[src/pkg/tap_pkg.sv]
// Purpose: shared constants and types for the memory test access port
// Assumes: both ends run on pclk at 125 MHz; the test clock is a link signal
// Notes: tags below mark the logic that carries each rule
// Function
// RULE_01: sixteen-state controller, self reset at power-up
// RULE_02: sample on test clock rise, drive on fall
// RULE_03: data-out driven only in shift states
// RULE_04: serial in at MSB, out at LSB
// RULE_05: instruction selects exactly one data register
// RULE_06: five mode-select highs reach reset state
// RULE_07: instruction loads in update, resets to ID-read
// RULE_08: capture loads 01 into instruction LSBs
// RULE_09: one-bit bypass, cleared when bypass takes effect
// RULE_10: ID-read capture loads fixed 32-bit code
// RULE_11: boundary chain captures pin ring, shifts
// RULE_12: controller shifts instruction, then passes update
// RULE_13: external test drives preloaded outputs from update
// RULE_14: floated sample: outputs off, chain captures
// RULE_15: sample/preload snapshots pins, transitions unsure
// RULE_16: test clock at most 50 MHz
// RULE_17: ignore captured main clock bits if running
// RULE_18: bypass bit sits between data in/out
// RULE_19: never issue reserved instruction codes
// RULE_20: test clock held low leaves port idle
// RULE_21: decode the five listed 3-bit codes
// RULE_22: 3-bit instruction register, 109-cell chain
package tap_pkg;

    localparam int IR_W    = 3;   // RULE_22
    localparam int ID_W    = 32;
    localparam int BSR_W   = 109; // RULE_22
    localparam int BSR_INT = 108; // internal cell, enables test drive

    // RULE_21
    localparam logic [2:0] IR_EXTEST   = 3'h0;
    localparam logic [2:0] IR_IDREAD   = 3'h1;
    localparam logic [2:0] IR_SAMPLE_Z = 3'h2;
    localparam logic [2:0] IR_SAMPLE   = 3'h4;
    localparam logic [2:0] IR_BYPASS   = 3'h7;
    localparam logic [2:0] IR_CAPTURE  = 3'h1; // RULE_08

    typedef enum logic [3:0] {
        ST_EXIT2_DR  = 4'h0,
        ST_EXIT1_DR  = 4'h1,
        ST_SHIFT_DR  = 4'h2,
        ST_PAUSE_DR  = 4'h3,
        ST_SEL_IR    = 4'h4,
        ST_UPDATE_DR = 4'h5,
        ST_CAPT_DR   = 4'h6,
        ST_SEL_DR    = 4'h7,
        ST_EXIT2_IR  = 4'h8,
        ST_EXIT1_IR  = 4'h9,
        ST_SHIFT_IR  = 4'hA,
        ST_PAUSE_IR  = 4'hB,
        ST_IDLE      = 4'hC,
        ST_UPDATE_IR = 4'hD,
        ST_CAPT_IR   = 4'hE,
        ST_RESET     = 4'hF
    } tap_state_t;

    // host timing
    localparam int PCLK_NS      = 8;
    localparam int TCK_PERIOD_NS = 160;
    localparam int TCK_MIN_NS   = 20; // 50 MHz ceiling
    localparam int TCK_HALF_CYC = TCK_PERIOD_NS / (2 * PCLK_NS);
    localparam int RESET_TMS_N  = 5;
    localparam int MAX_BITS     = 128;

    // host registers (byte addresses)
    localparam logic [7:0] OFF_CTRL   = 8'h00;
    localparam logic [7:0] OFF_STATUS = 8'h04;
    localparam logic [7:0] OFF_TDI0   = 8'h10;
    localparam logic [7:0] OFF_TDO0   = 8'h20;
    localparam int         CTRL_START = 31;
    localparam int         ST_BUSY    = 0;
    localparam int         ST_DONE    = 1;

    typedef enum logic [1:0] {
        OP_RESET = 2'h0,
        OP_IR    = 2'h1,
        OP_DR    = 2'h2
    } op_t;

    typedef enum logic [1:0] {
        PH_IDLE  = 2'h0,
        PH_HEAD  = 2'h1,
        PH_SHIFT = 2'h2,
        PH_TAIL  = 2'h3
    } phase_t;

endpackage

[src/pkg/tap_if.sv]
// Purpose: serial test link between board controller and memory port
// Assumes: data-out is three-state; its enable is high while driven
// Notes: the line reads high when undriven, like a pulled-up wire
`timescale 1ns/10ps
`default_nettype none
interface tap_if;
    logic tck;
    logic tms;
    logic tdi;
    logic tdo;
    logic tdo_oe;

    modport device (input tck, input tms, input tdi,
                    output tdo, output tdo_oe);
    modport host   (output tck, output tms, output tdi,
                    input tdo, input tdo_oe);
endinterface
`default_nettype wire

[src/rtl/tap_device.sv]
// Purpose: test access port of the memory: controller, IR, data registers
// Assumes: pclk far faster than the test clock; ring and core on pclk
// Notes: test clock edges found by sampling, no second clock domain
`timescale 1ns/10ps
`default_nettype none
module tap_device #(
    parameter int          Q_W     = 36,
    parameter logic [31:0] ID_CODE = 32'h1000_0A53 // arbitrary value
) (
    input  wire logic                     pclk,
    input  wire logic                     presetn,
    tap_if.device                         link,
    input  wire logic [tap_pkg::BSR_W-1:0] ring_in,
    input  wire logic [Q_W-1:0]           core_q,
    input  wire logic                     core_q_oe,
    output logic      [Q_W-1:0]           q_out,
    output logic                          q_oe
);
    logic tck_s1, tck_s2, tck_s3;
    logic tms_s1, tms_s2;
    logic tdi_s1, tdi_s2;
    logic [tap_pkg::BSR_W-1:0] ring_s1, ring_s2;
    logic tck_rise, tck_fall;

    tap_pkg::tap_state_t state, next_state;
    logic [tap_pkg::IR_W-1:0]  ir, ir_sh;
    logic [tap_pkg::ID_W-1:0]  id_sh;
    logic [tap_pkg::BSR_W-1:0] bsr, upd;
    logic                      byp;

    // every pin input passes two flops; edges come from stage two
    always_ff @(posedge pclk or negedge presetn) begin
        if (!presetn) begin
            tck_s1  <= 1'b0;
            tck_s2  <= 1'b0;
            tck_s3  <= 1'b0;
            tms_s1  <= 1'b1;
            tms_s2  <= 1'b1;
            tdi_s1  <= 1'b1;
            tdi_s2  <= 1'b1;
            ring_s1 <= '0;
            ring_s2 <= '0;
        end else begin
            tck_s1  <= link.tck;
            tck_s2  <= tck_s1;
            tck_s3  <= tck_s2;
            tms_s1  <= link.tms;
            tms_s2  <= tms_s1;
            tdi_s1  <= link.tdi;
            tdi_s2  <= tdi_s1;
            ring_s1 <= ring_in;
            ring_s2 <= ring_s1;
        end
    end

    assign tck_rise = tck_s2 & ~tck_s3; // RULE_02
    assign tck_fall = ~tck_s2 & tck_s3; // RULE_02

    // standard controller graph
    always_comb begin
        next_state = state;
        case (state)
            tap_pkg::ST_RESET:
                next_state = tms_s2 ? tap_pkg::ST_RESET : tap_pkg::ST_IDLE;
            tap_pkg::ST_IDLE:
                next_state = tms_s2 ? tap_pkg::ST_SEL_DR : tap_pkg::ST_IDLE;
            tap_pkg::ST_SEL_DR:
                next_state = tms_s2 ? tap_pkg::ST_SEL_IR : tap_pkg::ST_CAPT_DR;
            tap_pkg::ST_CAPT_DR:
                next_state = tms_s2 ? tap_pkg::ST_EXIT1_DR
                                    : tap_pkg::ST_SHIFT_DR;
            tap_pkg::ST_SHIFT_DR:
                next_state = tms_s2 ? tap_pkg::ST_EXIT1_DR
                                    : tap_pkg::ST_SHIFT_DR;
            tap_pkg::ST_EXIT1_DR:
                next_state = tms_s2 ? tap_pkg::ST_UPDATE_DR
                                    : tap_pkg::ST_PAUSE_DR;
            tap_pkg::ST_PAUSE_DR:
                next_state = tms_s2 ? tap_pkg::ST_EXIT2_DR
                                    : tap_pkg::ST_PAUSE_DR;
            tap_pkg::ST_EXIT2_DR:
                next_state = tms_s2 ? tap_pkg::ST_UPDATE_DR
                                    : tap_pkg::ST_SHIFT_DR;
            tap_pkg::ST_UPDATE_DR:
                next_state = tms_s2 ? tap_pkg::ST_SEL_DR : tap_pkg::ST_IDLE;
            tap_pkg::ST_SEL_IR:
                next_state = tms_s2 ? tap_pkg::ST_RESET : tap_pkg::ST_CAPT_IR;
            tap_pkg::ST_CAPT_IR:
                next_state = tms_s2 ? tap_pkg::ST_EXIT1_IR
                                    : tap_pkg::ST_SHIFT_IR;
            tap_pkg::ST_SHIFT_IR:
                next_state = tms_s2 ? tap_pkg::ST_EXIT1_IR
                                    : tap_pkg::ST_SHIFT_IR;
            tap_pkg::ST_EXIT1_IR:
                next_state = tms_s2 ? tap_pkg::ST_UPDATE_IR
                                    : tap_pkg::ST_PAUSE_IR;
            tap_pkg::ST_PAUSE_IR:
                next_state = tms_s2 ? tap_pkg::ST_EXIT2_IR
                                    : tap_pkg::ST_PAUSE_IR;
            tap_pkg::ST_EXIT2_IR:
                next_state = tms_s2 ? tap_pkg::ST_UPDATE_IR
                                    : tap_pkg::ST_SHIFT_IR;
            tap_pkg::ST_UPDATE_IR:
                next_state = tms_s2 ? tap_pkg::ST_SEL_DR : tap_pkg::ST_IDLE;
            default:
                next_state = tap_pkg::ST_RESET;
        endcase
    end

    // power-up lands in reset; five highs from any state reach it too
    always_ff @(posedge pclk or negedge presetn) begin
        if (!presetn) begin
            state <= tap_pkg::ST_RESET; // RULE_01
        end else if (tck_rise) begin
            state <= next_state; // RULE_06
        end
    end

    // instruction register; only the test logic is touched by reset
    always_ff @(posedge pclk or negedge presetn) begin
        if (!presetn) begin
            ir    <= tap_pkg::IR_IDREAD; // RULE_07
            ir_sh <= tap_pkg::IR_IDREAD;
        end else if (tck_rise) begin
            case (state)
                // loaded on the way into reset, not one rise later
                tap_pkg::ST_SEL_IR:
                    if (tms_s2) begin
                        ir <= tap_pkg::IR_IDREAD; // RULE_07
                    end
                tap_pkg::ST_CAPT_IR:
                    ir_sh <= tap_pkg::IR_CAPTURE; // RULE_08
                tap_pkg::ST_SHIFT_IR:
                    ir_sh <= {tdi_s2, ir_sh[tap_pkg::IR_W-1:1]}; // RULE_04
                tap_pkg::ST_UPDATE_IR:
                    ir <= ir_sh; // RULE_07
                default: ;
            endcase
        end
    end

    // data registers; reserved codes fall back to the bypass bit
    always_ff @(posedge pclk or negedge presetn) begin
        if (!presetn) begin
            id_sh <= '0;
            byp   <= 1'b0;
            bsr   <= '0;
            upd   <= '0;
        end else if (tck_rise) begin
            case (state)
                tap_pkg::ST_UPDATE_IR: begin
                    if (ir_sh == tap_pkg::IR_BYPASS) begin
                        byp <= 1'b0; // RULE_09
                    end
                end
                tap_pkg::ST_CAPT_DR: begin
                    case (ir)
                        tap_pkg::IR_IDREAD:
                            id_sh <= ID_CODE; // RULE_10
                        tap_pkg::IR_EXTEST,
                        tap_pkg::IR_SAMPLE_Z,
                        tap_pkg::IR_SAMPLE:
                            // internal cell has no pin; it keeps its value
                            bsr <= {bsr[tap_pkg::BSR_INT],
                                    ring_s2[tap_pkg::BSR_INT-1:0]}; // RULE_11
                        default:
                            byp <= 1'b0; // RULE_09
                    endcase
                end
                tap_pkg::ST_SHIFT_DR: begin
                    case (ir) // RULE_05 RULE_21
                        tap_pkg::IR_IDREAD:
                            id_sh <= {tdi_s2, id_sh[tap_pkg::ID_W-1:1]};
                        tap_pkg::IR_EXTEST,
                        tap_pkg::IR_SAMPLE_Z,
                        tap_pkg::IR_SAMPLE:
                            bsr <= {tdi_s2, bsr[tap_pkg::BSR_W-1:1]}; // RULE_04
                        default:
                            byp <= tdi_s2; // RULE_18
                    endcase
                end
                tap_pkg::ST_UPDATE_DR: begin
                    // preload path: update cells move only in these two
                    if (ir == tap_pkg::IR_SAMPLE ||
                        ir == tap_pkg::IR_EXTEST) begin
                        upd <= bsr; // RULE_15
                    end
                end
                default: ;
            endcase
        end
    end

    // serial out moves on the falling test clock edge only
    always_ff @(posedge pclk or negedge presetn) begin
        if (!presetn) begin
            link.tdo    <= 1'b0;
            link.tdo_oe <= 1'b0;
        end else if (tck_fall) begin
            link.tdo_oe <= (state == tap_pkg::ST_SHIFT_IR) ||
                           (state == tap_pkg::ST_SHIFT_DR); // RULE_03
            if (state == tap_pkg::ST_SHIFT_IR) begin
                link.tdo <= ir_sh[0]; // RULE_04
            end else begin
                case (ir) // RULE_05
                    tap_pkg::IR_IDREAD:   link.tdo <= id_sh[0];
                    tap_pkg::IR_EXTEST,
                    tap_pkg::IR_SAMPLE_Z,
                    tap_pkg::IR_SAMPLE:   link.tdo <= bsr[0];
                    default:              link.tdo <= byp; // RULE_18
                endcase
            end
        end
    end

    // memory output stage; normal traffic passes outside the test modes
    always_ff @(posedge pclk or negedge presetn) begin
        if (!presetn) begin
            q_out <= '0;
            q_oe  <= 1'b0;
        end else begin
            case (ir)
                tap_pkg::IR_SAMPLE_Z: begin
                    q_out <= core_q;
                    q_oe  <= 1'b0; // RULE_14
                end
                tap_pkg::IR_EXTEST: begin
                    q_out <= upd[Q_W-1:0]; // RULE_13
                    q_oe  <= upd[tap_pkg::BSR_INT]; // RULE_13
                end
                default: begin
                    q_out <= core_q; // RULE_06
                    q_oe  <= core_q_oe;
                end
            endcase
        end
    end

endmodule // tap_device
`default_nettype wire

[src/flat_wrapper.sv]
// flat-port wrapper written by rule: the top's interface ports become plain ports
module tap_device_flat 
#(
    parameter int          Q_W     = 36,
    parameter logic [31:0] ID_CODE = 32'h1000_0A53                   
)
  (pclk, presetn, ring_in, core_q, core_q_oe, q_out, q_oe, link_tck, link_tms, link_tdi, link_tdo, link_tdo_oe);
  tap_if link_i ();
  input  wire logic pclk;
  input  wire logic presetn;
  input  wire logic [tap_pkg::BSR_W-1:0] ring_in;
  input  wire logic [Q_W-1:0] core_q;
  input  wire logic core_q_oe;
  output logic      [Q_W-1:0] q_out;
  output logic q_oe;
  input wire logic [$bits(link_i.tck)-1:0] link_tck;
  input wire logic [$bits(link_i.tms)-1:0] link_tms;
  input wire logic [$bits(link_i.tdi)-1:0] link_tdi;
  output wire logic [$bits(link_i.tdo)-1:0] link_tdo;
  output wire logic [$bits(link_i.tdo_oe)-1:0] link_tdo_oe;
  assign link_i.tck = link_tck;
  assign link_i.tms = link_tms;
  assign link_i.tdi = link_tdi;
  assign link_tdo = link_i.tdo;
  assign link_tdo_oe = link_i.tdo_oe;
  tap_device #(.Q_W(Q_W), .ID_CODE(ID_CODE)) u_core (.pclk(pclk), .presetn(presetn), .link(link_i), .ring_in(ring_in), .core_q(core_q), .core_q_oe(core_q_oe), .q_out(q_out), .q_oe(q_oe));
endmodule
[config.mk]
export PLATFORM = sky130hd
export DESIGN_NAME = tap_device_flat
export DESIGN_NICKNAME = d
export VERILOG_FILES = /design/src/pkg/tap_pkg.sv /design/src/pkg/tap_if.sv /design/src/rtl/tap_device.sv /design/src/flat_wrapper.sv
export SDC_FILE = /design/constraint.sdc
export NUM_CORES = 1
export LEC_CHECK = 0
export ABC_AREA = 0
export BUFFER_PORTS_ARGS = -buffer_cell sky130_fd_sc_hd__buf_2
export CELL_PAD_IN_SITES_DETAIL_PLACEMENT = 0
export CELL_PAD_IN_SITES_GLOBAL_PLACEMENT = 1
export CORE_ASPECT_RATIO = 0.6
export CORE_MARGIN = 10
export CORE_UTILIZATION = 53
export CTS_BUF_LIST = sky130_fd_sc_hd__clkbuf_8
export DETAILED_ROUTE_END_ITERATION = 10
export PLACE_DENSITY_LB_ADDON = 0.3
export SYNTH_ARGS = -nofsm -noshare
export SYNTH_HDL_FRONTEND = slang
export SYNTH_SLANG_ARGS = --single-unit
[constraint.sdc]
create_clock -name pclk -period 2.9 [get_ports pclk]
set_clock_uncertainty 0.2 [all_clocks]
set_input_delay 0.58 -clock pclk [delete_from_list [all_inputs] [get_ports pclk]]
set_output_delay 0.58 -clock pclk [all_outputs]
set_load 0.02 [all_outputs]
-- Word-level counts from Yosys, hierarchy flattened
Cells that the tools add are included.
- equal/unequal tests: 27
- muxes and demuxes: 30
- bitwise gates (word level): 5
- reduce and logical (&&, ||, !) cells: 20
- operators by type and width (cell ; number):
    $pmux W109 S2 ; 1
    $mux W109 ; 1
    $mux W108 ; 1
    $mux W32 ; 2
    $pmux W32 S2 ; 1
    $pmux W4 S12 ; 1
    $mux W36 ; 1
    $eq A4 B4 Y1 const B ; 8
    $eq A4 B3 Y1 const B ; 4
    $mux W3 ; 5
    $mux W2 ; 6
    $pmux W3 S2 ; 2
    $reduce_and A4 Y1 ; 3
    $eq A4 B2 Y1 const B ; 2
    $ne A2 B1 Y1 const B ; 4
    $ne A2 B2 Y1 const B ; 4
    $eq A3 B3 Y1 const B ; 2
    $reduce_and A3 Y1 ; 2
    $reduce_bool A2 Y1 ; 3
    $reduce_or A3 Y1 ; 2
    $mux W1 ; 5
    $reduce_and A5 Y1 ; 1
    $eq A4 B1 Y1 const B ; 1
    $logic_not A4 Y1 ; 1
    13 further kinds ; 19
- register bits after elaboration: 523
- bits of input ports: 151
- output and inout bits: 39
- word-level logic and storage cells: 103

-- Logic depth before layout (Yosys ltp)
- depth after elaboration: 4
- depth in mapped cells: 9
- mapped depth without buffers: 4

-- Least setup slack after synthesis
Ideal clock, no wire load.
- path kind: flip-flop to flip-flop
- from: register u_core.state[1]
- to: register u_core.upd[10] (netlist name)
- setup time: 125 ps
- arrival: 1489 ps
- required time: 2575 ps
- setup slack: 1086 ps
- cell stages (with the launch flop): 5
- path buffers: 1
- clock period less this slack: 1814 ps
- cell sequence: dfstp_2 -> and4bb_2 -> nand2_2 -> buf_6 -> mux2_4
- cells in the longest elaborated chain, start to end: 2
- RTL lines (item ; RTL line ; RTL):
    start, declared ; tap_device.sv:25 ; tap_pkg::tap_state_t state, next_state;
    start signal, assigned ; tap_device.sv:113 ; state <= tap_pkg::ST_RESET;
    start signal, assigned ; tap_device.sv:115 ; state <= next_state;
    $eq A4 B3 Y1 ; tap_device.sv:150 ; case (state)
    $reduce_and A3 Y1 (no source line) ; -- ;
    end signal, assigned ; tap_device.sv:186 ; upd <= bsr;
    end, declared ; tap_device.sv:28 ; logic [tap_pkg::BSR_W-1:0] bsr, upd;
No other way between the ends.
A chain may end at the register's enable or synchronous reset.

-- Final worst setup path
- from: register u_core.state[1]
- to: register u_core.bsr[29] (netlist name)
- cells in the longest elaborated chain, start to end: 3
- elaborated cells between the ends (all ways): 7
- those cells by class: 4 x eq/ne; 1 x mux; 2 x reduce/logical
- RTL lines (item ; RTL line ; RTL):
    $eq A4 B2 Y1 or $eq A4 B3 Y1 (tied branches) ; tap_device.sv:150 ;
    $ne A2 B2 Y1 (no source line) (tied with other cells) ; -- ;
    $reduce_and A4 Y1 (no source line) ; -- ;
    end signal, assigned ; tap_device.sv:164 ; bsr <= {bsr[tap_pkg::BSR_INT],
    end signal, assigned ; tap_device.sv:177 ; bsr <= {tdi_s2, bsr[tap_pkg::BSR_W-1:1]};
    end, declared ; tap_device.sv:28 ;
Several ways; a longest one is shown, not always the timed one. The select of a mux whose other input is x is not followed.

==> flow_metrics.py <==
metrics = {
    "place": {
        "hpwl_um": 18200,
        "placement.io_buffers": 188,
        "placed_cell_area_um2": 16960,
        "gp_congestion": 0.7778,
    },
    "clocking": {
        "cts-root-buf": "clkbuf_8",
        "clk_transition_reported_paths_ns": 0.07,
        "htree_levels": 2,
        "cts_tree": "yes",
        "cts_buffers": 61,
        "clock_sinks": 451,
        "clkLatencyLatePin_ns": 0.63,
        "post_cts_buffers": 0,
        "clockBufferDepth": 3,
    },
    "worst_setup_path": {
        "required_ns": 3.18,
        "arrival_ns": 2.53,
        "critPathMaxFanout": 48,
        "cp_slowest_cell": "dfstp_2",
        "r2r_end": "u_core.bsr[29]",
        "cp-start-kind": "flop",
        "r2r_cells": 6,
        "crit_family": "flip-flops",
        "worstPathCellList": "nand2b_1 -> nor3_2 -> buf_12 -> buf_12 -> mux2i_1 -> o21ai_0",
        "path_buf_inv": 2,
        "r2r_start": "u_core.state[1]",
        "end_kind": "flop",
        "critPathKind": "reg2reg",
        "critical-path-max-stage-delay_ns": 0.60,
        "cp_common_cell": "buf_12",
        "reg2reg_setup_slack_ns": 0.66,
    },
    "logic_synthesis": {
        "synth_cell_type_count": 47,
        "synth_seq_cells": 451,
        "syn-num-nets": 1232,
        "synth_cells": 1081,
        "synth_edf_count": 0,
        "async_flop_share_pct": 100.0,
        "ys_warn_count": 0,
        "avgSynthCellArea_um2": 14.43,
        "yosys_most_used_dff": "dfrtp_1",
        "yosysSeqAreaShare_pct": 72.45,
        "syn_area_um2": 15590,
    },
    "finish": {
        "fillers": 2001,
        "multiInputGateArea_um2": 3872,
        "area_delta_synth_final_pct": 26.57,
        "final_cell_area_um2": 19740,
        "drive_gt1_share_pct": 26.58,
        "final_nets": 1596,
        "register_area_um2": 11300,
    },
    "timing": {
        "rsz0062_at_grt": "no",
        "holdWs_ns": 0.06128,
        "period_minus_slack_ns": 2.242,
        "setup_viol": 0,
        "finalCritPeriodShare_pct": 77.31,
        "worstMarginPinSlew_ns": 0.4708,
        "relSlewSlack_pct": 68.61,
        "tns_ns": 0,
        "hold_viol": 0,
        "fmax_mhz": 446.0,
        "slew_viol_final": 0,
    },
    "detailed_routing": {
        "drc_errors": 0,
        "via_per_inst": 4.752,
        "ant_nets": 0,
        "drtPass1Iterations": 4,
        "wl_per_cell_um": 16.25,
        "num_vias": 8996,
        "initialDrtViolationCount": 485,
        "wl_um": 30770,
    },
    "grt": {
        "grt_usage_pct": 17.13,
        "grt_overflow": 0,
        "grt_pass1_wl_um": 51060,
        "grt_pass1_vias": 9663,
        "grt_max_degree": 83,
        "grt_antenna_before_repair": 3,
    },
    "job": {
        "drv_cap": 0,
    },
    "power_and_ir_drop": {
        "ir_worst_vdd_mv": 0.4540,
        "total_leakage_power_nw": 9.248,
        "powerDensity_nw_per_um2": 753.6,
        "power_w": 0.01487,
    },
    "hold_path": {
        "min_path_type": "in2reg",
        "hold_depth": 2,
        "holdPathEnd": "u_core.q_out[5]",
        "worstHoldStart": "core_q[5]",
    },
    "status": {
        "outcome": "finished clean",
    },
    "die": {
        "core_um2": 28890,
        "fp.dieW_um": 241.4,
        "std_cell_rows": 48,
        "ios": 190,
        "die-area_um2": 36910,
        "fp.dieH_um": 152.9,
        "start_util_pct": 53.98,
    },
}
==> cell type report <==
cell class / count / share of cell area, %
clock inverters: 31 / 1.154
clock buffers: 77 / 5.370
well taps: 400 / 2.536
flip-flops and latches: 451 / 57.25
diodes: 3 / 0.03804
inverters: 4 / 0.07607
repair buffers: 359 / 13.96
multi-input cells: 568 / 19.62
==> flip-flops by register name, indices dropped and copies added, names as in the netlist <==
register	flops
u_core.q_out	36
u_core.tms_s1	1
u_core.upd	37
u_core.id_sh	32
u_core.ring_s2	108
u_core.tms_s2	1
u_core.link.tdo	1
u_core.q_oe	1
u_core.tck_s2	1
u_core.tdi_s2	1
u_core.bsr	109
u_core.ir_sh	3
u_core.ring_s1	108
u_core.tck_s3	1
u_core.state	4
u_core.tck_s1	1
u_core.byp	1
u_core.tdi_s1	1
u_core.ir	3
u_core.link.tdo_oe	1
==> cell usage in the layout (no fill, tap or decap), types with 7 or more instances in the layout <==
cell type	count
mux2i_1	109
clkbuf_8	77
inv_1	17
nand2_1	177
clkinv_2	13
dfstp_2	10
o21ai_1	46
buf_4	11
dfrtp_1	441
mux2_4	30
mux2_2	40
dlygate4sd3_1	148
nand2b_1	7
a21oi_1	8
nand3_1	28
o21ai_0	81
buf_12	12
buf_2	187
==> per-stage QoR <==
stage	setup WS, ns	utilization [%]	std cells
after floorplan	1.086	-	1081
after global placement	0.6983	58.71	1634
after detailed placement	0.7055	58.71	1634
after CTS	0.6469	68.30	1890
after global routing	0.5107	68.32	1893
final	0.6580	68.32	1893
==> cell families after synthesis <==
group                      after synthesis  share of synthesized area [%]
adders and majority gates                1                        0.06419
DFF                                    451                          72.45
and+or+nand+nor                        235                          6.547
AOI/OAI and AO/OA                      150                          5.119
buffers and inverters                   62                          2.824
muxes                                  182                          12.99
==> worst reg2reg max path: stages (launching register included) <==
cell and delay, ns:
dfstp_2 0.60, nand2b_1 0.12, nor3_2 0.19, buf_12 0.23, buf_12 0.34, mux2i_1 0.32
o21ai_0 0.10
==> synth_stat cells, types with 4 or more instances <==
cell type / instances / share of area, %
a21oi_1: 8 / 0.26
o21ai_0: 81 / 2.6
nand3_1: 29 / 0.93
buf_4: 11 / 0.53
dfrtp_1: 441 / 71
mux2_2: 40 / 2.9
dfstp_2: 10 / 1.7
o21ai_1: 46 / 1.5
buf_6: 8 / 0.58
nand2_1: 177 / 4.3
nand2b_1: 7 / 0.28
buf_2: 15 / 0.48
clkbuf_1: 18 / 0.43
mux2_4: 30 / 2.9
buf_12: 4 / 0.51
mux2i_1: 109 / 7.0
inv_1: 4 / 0.096
==> what timing repair did <==
| item | in CTS | in global routing |
|---|---|---|
| endpoints found under the setup margin | 0 | 0 |
| endpoints found under the hold margin | 194 | 0 |
| hold buffers | 148 | 0 |
| resized for setup | 0 | 0 |
==> metal layers <==
metal | routed length [um] | global-route usage, % | share of wire (%) | up-vias
met1 | 14000 | 22.95 | 46 | 4395
met2 | 14630 | 27.15 | 48 | 160
met3 | 1468 | 4.130 | 4.8 | 51
met5 | 0 | 0 | 0 | -
met4 | 663 | 5.458 | 2.2 | 0
li1 | - | - | - | 4390
==> worst max path at each step <==
stage,from,to,cells after the start
floorplan,u_core.state[1],u_core.upd[10],4
global placement,u_core.state[1],u_core.bsr[29],6
detailed placement,u_core.state[1],u_core.bsr[42],6
CTS,u_core.state[1],u_core.bsr[29],6
global route,u_core.state[1],u_core.bsr[29],6
finish,u_core.state[1],u_core.bsr[29],6
==> where the power goes <==
| part | internal, W | total (W) | switching (W) |
|---|---|---|---|
| logic | 0.000927 | 0.00189 | 0.000965 |
| clock network | 0.00266 | 0.00498 | 0.00232 |
| registers | 0.00732 | 0.00801 | 0.000684 |
(Power assumes the default switching activity.)
